### src/pcfu_params.svh
`ifndef PCFU_PARAMS_SVH
`define PCFU_PARAMS_SVH

// register byte addresses on the peripheral bus
`define PCFU_ADDR_CTRL 32'hE01FC080
`define PCFU_ADDR_CFG 32'hE01FC084
`define PCFU_ADDR_STAT 32'hE01FC088
`define PCFU_ADDR_FEED 32'hE01FC08C

// control register fields
`define PCFU_CTRL_EN_BIT 0
`define PCFU_CTRL_CON_BIT 1
`define PCFU_CTRL_RESET 2'h0

// configuration register fields
`define PCFU_CFG_MUL_LSB 0
`define PCFU_CFG_MUL_MSB 4
`define PCFU_CFG_DIV_LSB 5
`define PCFU_CFG_DIV_MSB 6
`define PCFU_CFG_RESET 7'h00

// status register fields
`define PCFU_STAT_EN_BIT 8
`define PCFU_STAT_CON_BIT 9
`define PCFU_STAT_LOCK_BIT 10

// unlock keys, in the order they must arrive
`define PCFU_KEY_FIRST 8'hAA
`define PCFU_KEY_SECOND 8'h55

// timing: break-before-make gap on a clock source change
`define PCFU_CLK_PERIOD_NS 5
`define PCFU_BREAK_NS 20
`define PCFU_BREAK_CYC ((`PCFU_BREAK_NS + `PCFU_CLK_PERIOD_NS - 1) / `PCFU_CLK_PERIOD_NS)

`endif

### src/pcfu_pkg.sv
package pcfu_pkg;

    // read data word of the register bus
    typedef logic [15:0] pcfu_rdata_t;

    // unlock detector states
    typedef enum logic [1:0] {
        ul_idle = 2'b01,
        ul_armed = 2'b10
    } pcfu_unlock_state_t;

    // clock source switch states
    typedef enum logic [2:0] {
        sw_osc = 3'b001,
        sw_break = 3'b010,
        sw_pll = 3'b100
    } pcfu_switch_state_t;

endpackage

### src/pcfu_link_if.sv
interface pcfu_link_if;
    // bus cycle view for the unlock detector
    logic bus_cyc;
    logic bus_wr;
    logic feed_hit;
    logic [7:0] wdata;
    logic commit;
    // clock source request and gate state
    logic want_pll;
    logic osc_gate;
    logic pll_gate;

    modport unlock_dev (input bus_cyc, input bus_wr, input feed_hit, input wdata, output commit);
    modport unlock_user (output bus_cyc, output bus_wr, output feed_hit, output wdata, input commit);
    modport switch_dev (input want_pll, output osc_gate, output pll_gate);
    modport switch_user (output want_pll, input osc_gate, input pll_gate);
endinterface

### src/pcfu_feed_unit.sv
`include "pcfu_params.svh"

// Summary of operation
// - control writes stay pending until a valid unlock sequence completes.
// - active enable turns the loop on, locking to active multiplier and divider.
// - loop clock drives the chip only when active connect and enable are both set.
// - every clock source change is break-before-make, so no glitch reaches the chip.
// - lock is never checked before connecting, loss of lock never disconnects.
// - configuration bits 4:0 hold the multiplier select sent to the loop.
// - configuration bits 6:5 hold the divider select sent to the loop.
// - configuration writes stay pending until a valid unlock sequence completes.
// - status bits 4:0 and 6:5 return the active multiplier and divider.
// - status bit 8 shows active enable, cleared on power down.
// - status bit 9 shows active connect, cleared on power down.
// - status bit 10 is one while the loop reports lock.
// - the lock flag is driven to the interrupt controller.
// - connect without enable behaves as both cleared: loop off, oscillator clock.
// - unlock is 0xAA then 0x55 written to the unlock register.
// - the two unlock writes must be consecutive bus cycles.
// - wrong value, order or spacing leaves active values unchanged.
// - wakeup does not restore enable and connect; loop stays off.
// - after reset the loop is off and the oscillator drives the chip.
module pcfu_feed_unit #(
    parameter int BREAK_CYC = `PCFU_BREAK_CYC
) (
    // clock and reset
    input wire logic sys_clk_in,
    input wire logic nrst_in,
    // peripheral bus, one cycle per strobe
    input wire logic bus_sel_in,
    input wire logic bus_wr_in,
    input wire logic [31:0] bus_addr_in,
    input wire logic [7:0] bus_wdata_in,
    output pcfu_pkg::pcfu_rdata_t bus_rdata_out,
    // loop interface
    input wire logic lock_in,
    input wire logic power_down_in,
    output logic pll_enable_out,
    output logic [4:0] pll_mult_out,
    output logic [1:0] pll_div_out,
    // clock source gates
    output logic osc_clk_gate_out,
    output logic pll_clk_gate_out,
    // interrupt controller source
    output logic lock_irq_out
);
    import pcfu_pkg::*;

    pcfu_link_if link ();

    logic [1:0] ctrl_pend_q;
    logic [6:0] cfg_pend_q;
    logic act_en_q;
    logic act_con_q;
    logic [4:0] act_mul_q;
    logic [1:0] act_div_q;
    logic lock_meta_q;
    logic lock_sync_q;
    logic lock_irq_q;
    pcfu_rdata_t rdata_q;
    pcfu_rdata_t rdata_d;
    logic osc_gate_q;
    logic pll_gate_q;

    // address decoding
    wire hit_ctrl = (bus_addr_in == `PCFU_ADDR_CTRL);
    wire hit_cfg = (bus_addr_in == `PCFU_ADDR_CFG);
    wire hit_stat = (bus_addr_in == `PCFU_ADDR_STAT);
    wire hit_feed = (bus_addr_in == `PCFU_ADDR_FEED);
    wire bus_write = bus_sel_in & bus_wr_in;
    wire bus_read = bus_sel_in & ~bus_wr_in;
    wire wr_ctrl = bus_write & hit_ctrl;
    wire wr_cfg = bus_write & hit_cfg;
    wire commit = link.commit;

    // bus view handed to the unlock detector
    assign link.bus_cyc = bus_sel_in;
    assign link.bus_wr = bus_wr_in;
    assign link.feed_hit = hit_feed;
    assign link.wdata = bus_wdata_in;

    pcfu_unlock_det u_unlock (
        .sys_clk_in(sys_clk_in),
        .nrst_in(nrst_in),
        .link(link.unlock_dev)
    );

    // pending holding registers, reserved bits dropped on write
    // configuration is held the same way
    always_ff @(posedge sys_clk_in) begin
        if (!nrst_in) begin
            ctrl_pend_q <= `PCFU_CTRL_RESET;
            cfg_pend_q <= `PCFU_CFG_RESET;
        end else begin
            if (wr_ctrl) begin
                ctrl_pend_q <= bus_wdata_in[1:0];
            end
            if (wr_cfg) begin
                cfg_pend_q <= bus_wdata_in[6:0];
            end
        end
    end

    // pending fields split out for the commit
    wire pend_en = ctrl_pend_q[`PCFU_CTRL_EN_BIT];
    wire pend_con = ctrl_pend_q[`PCFU_CTRL_CON_BIT];
    wire [4:0] pend_mul = cfg_pend_q[`PCFU_CFG_MUL_MSB:`PCFU_CFG_MUL_LSB];
    wire [1:0] pend_div = cfg_pend_q[`PCFU_CFG_DIV_MSB:`PCFU_CFG_DIV_LSB];

    // power down forces enable low over any commit
    // nothing brings the old values back after wakeup
    wire act_en_d = power_down_in ? 1'b0 : (commit ? pend_en : act_en_q);
    // power down forces connect low over any commit
    wire act_con_d = power_down_in ? 1'b0 : (commit ? pend_con : act_con_q);
    // active fields move only on a commit pulse
    wire [4:0] act_mul_d = commit ? pend_mul : act_mul_q;
    wire [1:0] act_div_d = commit ? pend_div : act_div_q;

    // active copies start with the loop off and bypassed
    always_ff @(posedge sys_clk_in) begin
        if (!nrst_in) begin
            act_en_q <= 1'b0;
            act_con_q <= 1'b0;
            act_mul_q <= 5'h00;
            act_div_q <= 2'h0;
        end else begin
            act_en_q <= act_en_d;
            act_con_q <= act_con_d;
            act_mul_q <= act_mul_d;
            act_div_q <= act_div_d;
        end
    end

    // loop drive outputs, registered copies of the active values
    always_ff @(posedge sys_clk_in) begin
        if (!nrst_in) begin
            pll_enable_out <= 1'b0;
            pll_mult_out <= 5'h00;
            pll_div_out <= 2'h0;
        end else begin
            pll_enable_out <= act_en_d;
            pll_mult_out <= act_mul_d;
            pll_div_out <= act_div_d;
        end
    end

    // lock comes from the analog loop, so it is synchronised before use
    always_ff @(posedge sys_clk_in) begin
        if (!nrst_in) begin
            lock_meta_q <= 1'b0;
            lock_sync_q <= 1'b0;
        end else begin
            lock_meta_q <= lock_in;
            lock_sync_q <= lock_meta_q;
        end
    end

    // level source for the interrupt controller, masking is done there
    always_ff @(posedge sys_clk_in) begin
        if (!nrst_in) begin
            lock_irq_q <= 1'b0;
        end else begin
            lock_irq_q <= lock_sync_q;
        end
    end
    assign lock_irq_out = lock_irq_q;

    // loop clock requested only with both active bits set
    // lock plays no part in the request, so loss of lock never disconnects
    assign link.want_pll = act_en_q & act_con_q;

    pcfu_clk_switch #(
        .BREAK_CYC(BREAK_CYC)
    ) u_switch (
        .sys_clk_in(sys_clk_in),
        .nrst_in(nrst_in),
        .link(link.switch_dev)
    );

    // gate flops live in the switch; named copies here for reading
    assign osc_gate_q = link.osc_gate;
    assign pll_gate_q = link.pll_gate;
    assign osc_clk_gate_out = osc_gate_q;
    assign pll_clk_gate_out = pll_gate_q;

    // status word assembly
    // active values, not pending ones
    wire [15:0] stat_word = {5'h00, lock_sync_q, act_con_q, act_en_q, 1'b0, act_div_q, act_mul_q};

    // read mux; unmapped addresses and the write-only register return zero
    always_comb begin
        rdata_d = 16'h0000;
        if (hit_ctrl) begin
            rdata_d = {14'h0000, ctrl_pend_q};
        end else if (hit_cfg) begin
            rdata_d = {9'h000, cfg_pend_q};
        end else if (hit_stat) begin
            rdata_d = stat_word;
        end else begin
            rdata_d = 16'h0000;
        end
    end

    // read data registered and held until the next read
    always_ff @(posedge sys_clk_in) begin
        if (!nrst_in) begin
            rdata_q <= 16'h0000;
        end else if (bus_read) begin
            rdata_q <= rdata_d;
        end
    end
    assign bus_rdata_out = rdata_q;
endmodule

### src/pcfu_unlock_det.sv
`include "pcfu_params.svh"

module pcfu_unlock_det (
    // clock and reset
    input wire logic sys_clk_in,
    input wire logic nrst_in,
    // bus view and commit pulse
    pcfu_link_if.unlock_dev link
);
    import pcfu_pkg::*;

    pcfu_unlock_state_t state_q;
    pcfu_unlock_state_t state_d;
    logic commit_q;
    logic commit_d;

    // key decode on writes to the unlock register
    wire feed_wr = link.bus_cyc & link.bus_wr & link.feed_hit;
    wire key_first = feed_wr & (link.wdata == `PCFU_KEY_FIRST);
    wire key_second = feed_wr & (link.wdata == `PCFU_KEY_SECOND);

    // idle clocks do not break the pair, only another bus cycle does
    // relies on software keeping interrupts off between the two writes
    always_comb begin
        state_d = state_q;
        commit_d = 1'b0;
        case (state_q)
            ul_idle: begin
                if (key_first) begin
                    state_d = ul_armed;
                end
            end
            ul_armed: begin
                // any next cycle returns to idle, only the second key commits
                if (link.bus_cyc) begin
                    state_d = ul_idle;
                    commit_d = key_second;
                end
            end
            default: begin
                state_d = ul_idle;
            end
        endcase
    end

    // state and commit pulse
    always_ff @(posedge sys_clk_in) begin
        if (!nrst_in) begin
            state_q <= ul_idle;
            commit_q <= 1'b0;
        end else begin
            state_q <= state_d;
            commit_q <= commit_d;
        end
    end

    assign link.commit = commit_q;
endmodule

### src/pcfu_clk_switch.sv
`include "pcfu_params.svh"

module pcfu_clk_switch #(
    parameter int BREAK_CYC = `PCFU_BREAK_CYC
) (
    // clock and reset
    input wire logic sys_clk_in,
    input wire logic nrst_in,
    // request and gates
    pcfu_link_if.switch_dev link
);
    import pcfu_pkg::*;

    pcfu_switch_state_t state_q;
    pcfu_switch_state_t state_d;
    logic [2:0] cnt_q;
    logic [2:0] cnt_d;
    logic osc_gate_q;
    logic pll_gate_q;

    wire break_done = (cnt_q == 3'(BREAK_CYC - 1));

    // break before make, both gates low for the whole gap
    always_comb begin
        state_d = state_q;
        cnt_d = 3'h0;
        case (state_q)
            sw_osc: begin
                if (link.want_pll) begin
                    state_d = sw_break;
                end
            end
            sw_pll: begin
                if (!link.want_pll) begin
                    state_d = sw_break;
                end
            end
            sw_break: begin
                // target is taken at the end of the gap, so a request that flips mid-gap wins
                if (break_done) begin
                    state_d = link.want_pll ? sw_pll : sw_osc;
                end else begin
                    cnt_d = cnt_q + 3'h1;
                end
            end
            default: begin
                state_d = sw_break;
            end
        endcase
    end

    always_ff @(posedge sys_clk_in) begin
        if (!nrst_in) begin
            state_q <= sw_osc;
            cnt_q <= 3'h0;
            osc_gate_q <= 1'b1;
            pll_gate_q <= 1'b0;
        end else begin
            state_q <= state_d;
            cnt_q <= cnt_d;
            osc_gate_q <= (state_d == sw_osc);
            pll_gate_q <= (state_d == sw_pll);
        end
    end

    assign link.osc_gate = osc_gate_q;
    assign link.pll_gate = pll_gate_q;
endmodule

### config.mk
export PLATFORM = sky130hd
export DESIGN_NAME = pcfu_feed_unit
export DESIGN_NICKNAME = d
export VERILOG_FILES = /design/src/pcfu_pkg.sv /design/src/pcfu_link_if.sv /design/src/pcfu_feed_unit.sv /design/src/pcfu_unlock_det.sv /design/src/pcfu_clk_switch.sv
export VERILOG_INCLUDE_DIRS = /design/src
export SDC_FILE = /design/constraint.sdc
export NUM_CORES = 1
export LEC_CHECK = 0
export ABC_AREA = 1
export BUFFER_PORTS_ARGS = -buffer_cell sky130_fd_sc_hd__buf_2
export CORE_MARGIN = 2
export CORE_UTILIZATION = 49
export CTS_CLUSTER_DIAMETER = 120
export DETAILED_ROUTE_END_ITERATION = 10
export GPL_TIMING_DRIVEN = 0
export HOLD_SLACK_MARGIN = 0.08
export MAX_ROUTING_LAYER = met4
export PLACE_DENSITY = 0.79
export SYNTH_ARGS = -nofsm -noshare
export SYNTH_HDL_FRONTEND = slang
export SYNTH_SLANG_ARGS = --single-unit
### constraint.sdc
create_clock -name sys_clk_in -period 1.9 [get_ports sys_clk_in]
set_input_delay 0.38 -clock sys_clk_in [delete_from_list [all_inputs] [get_ports sys_clk_in]]
set_output_delay 0.38 -clock sys_clk_in [all_outputs]
set_load 0.02 [all_outputs]
==> run metrics, run 1 <==
outcome finished clean; Synth cell types 29; Worst setup EP type flip-flop; Seq pwr share 0.533; Pre-Repair DR Iteration Count 5; TritonCTS clock tree done; fraction of power spent switching nets 0.270; leakage 1.28 nW; peak supply drop 0.000396 V; GRT overflow 0; overall global routing resource usage 0.223; fraction of synthesized cell area in xor and xnor cells 0; proportion of layout cells with a drive suffix above 1 0.285; number of design rule violations left after detail routing 0; Setup TNS Final 0 ps; Initial Util 0.513; Buffers on Ports 66; arrival time at the worst endpoint 1650 ps; number of global-route vias before repair 1,809; #FFs+latches synth 42; post-synthesis average cell area 6.96 um2; final setup skew 10.9 ps; number of placement rows 23; Slew Viols, Final 0; clock group share of total power 0.355; Final #Nets 424; chip width 69.0 um; pin count of the biggest net entering global routing 16; combinational share of power 0.112; first-pass GRT wire length 7640 um; dpl hpwl 3660 um; cell count after synthesis 297; dominant combinational cell family by area after synthesis simple AND/OR/NAND/NOR gates; n_diodes 0; clk slew on worst S/H paths 80 ps; fraction of the mapped netlist area in compound gates 0.122; power density relative to cell area 655 nW/um2; clock net sink count 42; final RePlAce weighted congestion 0.889; quantity of hold-fixing buffers added after cts 0; die area 4760 um2; clock buffer count from CTS 5; number of buffers inserted to repair setup after CTS 0; starting DRC count in detailed routing 121; area of combinational cells with multiple inputs 995 um2; H-Tree Level Count 2; post-synthesis sequential area ratio 0.407; ratio of routed vias to standard cells 4.89; DR WL/cell 11.3 um; RSZ-0062 raised after global routing no; initial antenna violation count 0; Synth Area in Simple Gates 0.330; # fillers 393; num ports 73; Hold/Removal Path Class primary input to flip-flop; critical-path maximum fanout 3; kind of critical path flip-flop to flip-flop; maximum operating frequency 714 MHz; final period utilization 0.737; Floorplan Core Area 4030 um2; layout overhead on the synthesized area 24.4%; slew margin rel. 0.666; internal power component 1.23 mW; switching pwr 0.455 mW; final critical delay including setup and external delays 1400 ps; synthesized area 2070 um2; slew at the pin closest to its max-slew limit 502 ps; post-detailed-route count of antenna-violating nets 0; floorplan die height 69.0 um; worst hold path cell count 3; YS warnings 0; Sequential Area 841 um2; post-synthesis share of cell area spent on full adders, half adders and majority gates 0.0181; max_cap viols 0; final setup violation count 0; count of endpoints failing hold in the final timing report 0; post-synthesis mux area share 0; length in cells of the worst reg-to-reg path 5; number of gates resized after CTS 0; kind of start point of the critical path flip-flop; Worst EP required 2150 ps; root buffer selected by CTS sky130_fd_sc_hd__clkbuf_8; Total Wirelength 4820 um; clk buf depth 2; vias 2,083; clock latency of the later-clocked register in the worst-skew pair 310 ps; DP Worst Slack 279 ps; final worst-path setup slack 500 ps
## final cells by class
class                      count  area share
buffer                        13      0.0321
clock buffer                   5      0.0268
clock inverter                 3     0.00924
inverter                      45      0.0657
multi-input combinational    202       0.387
sequential                    42       0.327
tap                           50      0.0243
timing repair buffer          66       0.128
## cell usage after synthesis (all sizes together)
library cell	number	area share
a21oi	21	0.056
dfxtp	42	0.41
or2	3	0.0091
nor2	51	0.12
ha	3	0.018
clkinv	1	0.0018
inv	44	0.080
nor4b	1	0.0042
o21ai	21	0.051
buf	9	0.033
a211oi	4	0.015
nand2	53	0.10
conb	1	0.0018
nor4	1	0.0030
nand3	28	0.068
nor3	6	0.015
clkbuf	4	0.0073
nand4	4	0.012
## metrics by stage
step	instances	hold WS, ps	power [mW]	cell area [um2]	util
after floorplan	302	390	1.03	2090	-
after detailed placement	418	418	1.10	2480	0.616
final	426	252	1.69	2570	0.639
after CTS	426	247	1.70	2570	0.639
after global placement	418	407	1.10	2480	0.616
after global routing	426	274	1.76	2570	0.639
## critical path: stages (launching register included)
cell	delay, ps
sky130_fd_sc_hd__dfxtp_1	320
sky130_fd_sc_hd__ha_1	220
sky130_fd_sc_hd__ha_1	190
sky130_fd_sc_hd__or2_1	230
sky130_fd_sc_hd__or2_2	300
sky130_fd_sc_hd__nor2_1	80
## cells in the final DEF (no fill, tap or decap)
master	Yosys	routed
sky130_fd_sc_hd__buf_2	0	66
sky130_fd_sc_hd__nand2_1	50	50
sky130_fd_sc_hd__nor2_1	42	42
sky130_fd_sc_hd__dfxtp_1	42	42
sky130_fd_sc_hd__inv_1	36	36
sky130_fd_sc_hd__nand3_1	28	28
sky130_fd_sc_hd__a21oi_1	18	18
sky130_fd_sc_hd__o21ai_0	11	11
sky130_fd_sc_hd__o21ai_1	10	10
sky130_fd_sc_hd__inv_2	8	8
sky130_fd_sc_hd__buf_4	7	7
sky130_fd_sc_hd__nor3_1	6	6
sky130_fd_sc_hd__conb_1	1	6
sky130_fd_sc_hd__nor2_2	5	5
sky130_fd_sc_hd__clkbuf_8	0	5
sky130_fd_sc_hd__clkbuf_1	4	4
sky130_fd_sc_hd__nand4_1	4	4
sky130_fd_sc_hd__a211oi_1	4	4
sky130_fd_sc_hd__nor2_4	3	3
sky130_fd_sc_hd__a21oi_2	3	3
sky130_fd_sc_hd__ha_1	3	3
sky130_fd_sc_hd__or2_2	2	2
sky130_fd_sc_hd__nand2_2	2	2
sky130_fd_sc_hd__clkinvlp_4	0	2
sky130_fd_sc_hd__buf_1	1	1
sky130_fd_sc_hd__clkinv_1	1	1
sky130_fd_sc_hd__or2_1	1	1
sky130_fd_sc_hd__nor4b_1	1	1
sky130_fd_sc_hd__nor4_1	1	1
sky130_fd_sc_hd__nor2_8	1	1
sky130_fd_sc_hd__nand2_4	1	1
sky130_fd_sc_hd__buf_6	1	1
sky130_fd_sc_hd__inv_6	0	1
## power by group through the flow
stage | combinational [mW] | sequential [mW] | clock [mW]
final | 0.189 | 0.899 | 0.598
after global routing | 0.212 | 0.900 | 0.647
after CTS | 0.187 | 0.899 | 0.610
after detailed placement | 0.184 | 0.919 | 0
after global placement | 0.181 | 0.918 | 0
after floorplan | 0.104 | 0.921 | 0
## per-layer routing
| metal | GRT usage | share of wire | routed length (um) | vias up |
|---|---|---|---|---|
| met5 | - | 0 | 0 | - |
| met3 | 0.0503 | 0.079 | 382 | 12 |
| met4 | 0.110 | 0.022 | 107 | 0 |
| li1 | - | - | - | 1085 |
| met1 | 0.267 | 0.45 | 2190 | 900 |
| met2 | 0.355 | 0.44 | 2140 | 86 |
## sequential cells by signal, summed over array words and instances (netlist names), 2 cells and up
register,flops
u_unlock.state_q,2
cfg_pend_q,7
pll_mult_out,5
bus_rdata_out,10
pll_div_out,2
u_switch.state_q,3
u_switch.cnt_q,3
ctrl_pend_q,2
## path summary, 6_finish.rpt
path	slack (ps)	start	end
max	500	u_switch.cnt_q[0]	u_switch.cnt_q[2]
min	250	lock_in	lock_meta_q
max reg2reg	500	u_switch.cnt_q[0]	u_switch.cnt_q[2]
min reg2reg	420	u_switch.cnt_q[0]	u_switch.cnt_q[0]
## logic make-up (layout without fill, tap and decap cells)
| group | count (synthesis) | in the layout |
|---|---|---|
| AOI/OAI and AO/OA | 46 | 46 |
| adders and majority gates | 3 | 3 |
| buffers and inverters | 58 | 132 |
| DFF | 42 | 42 |
| other | 1 | 6 |
| and+or+nand+nor | 147 | 147 |
No activity file was read; power rests on OpenSTA's default activity.
==> inputs of run 2 (changes only) <==
--- a/config.mk
+++ b/config.mk
@@ -6,7 +6,7 @@
 export SDC_FILE = /design/constraint.sdc
 export NUM_CORES = 1
 export LEC_CHECK = 0
-export ABC_AREA = 1
+export ABC_AREA = 0
 export BUFFER_PORTS_ARGS = -buffer_cell sky130_fd_sc_hd__buf_2
 export CORE_MARGIN = 2
 export CORE_UTILIZATION = 49
==> constraint.sdc (replaced) <==
create_clock -name sys_clk_in -period 1.4 [get_ports sys_clk_in]
set_input_delay 0.28 -clock sys_clk_in [delete_from_list [all_inputs] [get_ports sys_clk_in]]
set_output_delay 0.28 -clock sys_clk_in [all_outputs]
set_load 0.02 [all_outputs]
==> run 2 against run 1 <==
  * Die area down 2.7%
  * Critical path type is now primary input to flip-flop
  * Critical endpoint is now cfg_pend_q[6]
  * Utilization up 0.93 points
  * Cell count down 23%
==> run metrics, run 2 <==
outcome finished clean; vias 1,710; DR WL/cell 13.9 um; number of global-route vias before repair 1,514; Non-Filler Cell Area, Final 2570 um2; count of flip-flops with a built-in enable after synthesis 0; floorplan die height 68.0 um; Critical Path Slowest Stage Cell sky130_fd_sc_hd__nor4b_4; Pre-Repair DR Iteration Count 4; leading cell type in the layout, fill and taps excluded sky130_fd_sc_hd__buf_2; num ports 73; most frequent cells in the layout sky130_fd_sc_hd__buf_2, sky130_fd_sc_hd__dfxtp_1, sky130_fd_sc_hd__nand2_1, sky130_fd_sc_hd__mux2i_1, sky130_fd_sc_hd__nor2b_1; TritonCTS clock tree done; Synth cell types 34; leakage 1.09 nW; final critical delay including setup and external delays 1390 ps; Final Power 2.16 mW; leading register cell type out of synthesis sky130_fd_sc_hd__dfxtp_1; leading post-synthesis cells by cell area sky130_fd_sc_hd__dfxtp_1, sky130_fd_sc_hd__mux2i_1, sky130_fd_sc_hd__nor4b_4; YS warnings 0; post-synthesis average cell area 10.2 um2; kind of critical path primary input to flip-flop; RSZ-0062 raised after global routing yes; fraction of power spent switching nets 0.230; combinational share of power 0.111; Worst EP required 1620 ps; cell with the most instances after synthesis sky130_fd_sc_hd__dfxtp_1; Buffers on Ports 65; clock net sink count 42; largest stage delay on the critical path 380 ps; kind of start point of the critical path primary input; Floorplan Core Area 3970 um2; power density relative to cell area 840 nW/um2; cell taking the most area after synthesis sky130_fd_sc_hd__dfxtp_1; number of non-filler instances in the completed layout 329; chip width 68.0 um; slew margin rel. 0.560; Hold/Removal Path Class primary input to flip-flop; share of synthesized registers carrying an async set or reset 0; starting DRC count in detailed routing 70; #FFs+latches synth 42; Total Wirelength 4560 um; Cell Chain, Critical Path buf_6 -> nor4b_4 -> nand4_4 -> nor4b_4 -> buf_6 -> mux2i_1; final period utilization 0.995; Slew Viols, Final 0; worst hold path cell count 2; # fillers 349; dpl hpwl 3440 um; ratio of routed vias to standard cells 5.20; final setup violation count 0; post-detailed-route count of antenna-violating nets 0; hold endpoint lock_meta_q; clock group share of total power 0.327; leading cell types by count after synthesis sky130_fd_sc_hd__dfxtp_1, sky130_fd_sc_hd__nand2_1, sky130_fd_sc_hd__mux2i_1; number of design rule violations left after detail routing 0; layout overhead on the synthesized area 28.1%; peak supply drop 0.000541 V; n_diodes 0; critical-path maximum fanout 7; capturing point of the worst reg2reg path u_switch.link.osc_gate; placed instance count 317; Seq pwr share 0.562; length in cells of the worst reg-to-reg path 5; clock buffer count from CTS 5; H-Tree Level Count 2; die area 4630 um2; Final #Nets 328; source of the worst hold timing path lock_in; switching pwr 0.496 mW; final RePlAce weighted congestion 0.783; clock latency of the later-clocked register in the worst-skew pair 290 ps; Initial Util 0.506; cell count after synthesis 197; share of the synthesized area in the top cell type 0.419; internal power component 1.66 mW; arrival time at the worst endpoint 1610 ps; pin count of the biggest net entering global routing 12; quantity of hold-fixing buffers added after cts 0; root buffer selected by CTS sky130_fd_sc_hd__clkbuf_8; flip-flop count of the largest register, all copies and words added 10; Worst setup EP type flip-flop; Final Hold Slack 194 ps; initial antenna violation count 0; max_cap viols 0; final setup skew 4.03 ps; minimum setup slack among reg-to-reg paths 90 ps; area after detailed placement 2410 um2; number of placement rows 23; GRT overflow 0; synthesized area 2010 um2; first-pass GRT wire length 6700 um; clk slew on worst S/H paths 70 ps; count of endpoints failing hold in the final timing report 0; slew at the pin closest to its max-slew limit 659 ps; start of the worst register-to-register path u_switch.cnt_q[0]; post-synthesis sequential area ratio 0.419; proportion of layout cells with a drive suffix above 1 0.351; maximum operating frequency 718 MHz; overall global routing resource usage 0.201; clk buf depth 2
[run 2: layer usage]
| metal | track usage | up-vias | wire length, um |
|---|---|---|---|
| li1 | - | 862 | - |
| met1 | 0.247 | 772 | 1970 |
| met2 | 0.322 | 68 | 2150 |
| met3 | 0.0461 | 8 | 362 |
| met4 | 0.0750 | 0 | 80 |
| met5 | - | - | 0 |
[run 2: timing repair]
item / CTS / global route
pin swaps: 2 / 1
gates resized for setup: 1 / 7
setup buffers: 1 / 3
cloned: 0 / 1
setup endpoints to repair: 8 / 16
[run 2: how the worst max path moves through the flow]
stage          cells past startpoint             end  slack (ps)       startpoint
6_report                           6   cfg_pend_q[6]           8  bus_addr_in[25]
2_1_floorplan                      5   cfg_pend_q[1]         -80   bus_addr_in[9]
3_3_place_gp                       6   cfg_pend_q[3]        -310   bus_addr_in[9]
4_1_cts                            6   cfg_pend_q[2]           4   bus_addr_in[4]
3_5_place_dp                       6   cfg_pend_q[2]        -360   bus_addr_in[4]
5_1_grt                            6  ctrl_pend_q[1]         -60   bus_addr_in[9]
[run 2: logic make-up (layout without fill, tap and decap cells)]
logic type	after synthesis	count (layout)	share of synthesized area
mux	20	20	0.0997
flops	42	42	0.419
other cells	1	6	0.00187
buf+inv	17	93	0.0467
simple gates	89	90	0.313
compound gates	25	25	0.102
fa+ha+maj	3	3	0.0187
[run 2: area by class of cell]
class                      instances  area [um2]  share of cell area
multi-input combinational        144        1130               0.440
sequential                        42         841               0.327
timing repair buffer              69         368               0.143
buffer                            15        86.3              0.0336
clock buffer                       7        76.3              0.0297
tap                               50        62.6              0.0243
inverter                           2        7.51             0.00292
[run 2: critical path: cells and delay by family]
kind,cells,cell delay [ps]
buf+inv,2,270
simple gates,3,870
mux,1,180
[run 2: power groups by stage]
stage	clock network, mW	logic (mW)	registers (mW)
floorplan	0	0.120	1.25
global placement	0	0.225	1.24
detailed placement	0	0.229	1.24
CTS	0.729	0.232	1.21
global route	0.793	0.262	1.21
finish	0.706	0.240	1.21
[run 2: stage by stage]
step,utilization,setup TNS [ps],worst slack [ps]
floorplan,-,-580,-82.9
global placement,0.608,-4730,-311
detailed placement,0.608,-5440,-357
CTS,0.631,0,4.39
global route,0.648,-382,-57.2
finish,0.648,0,7.66
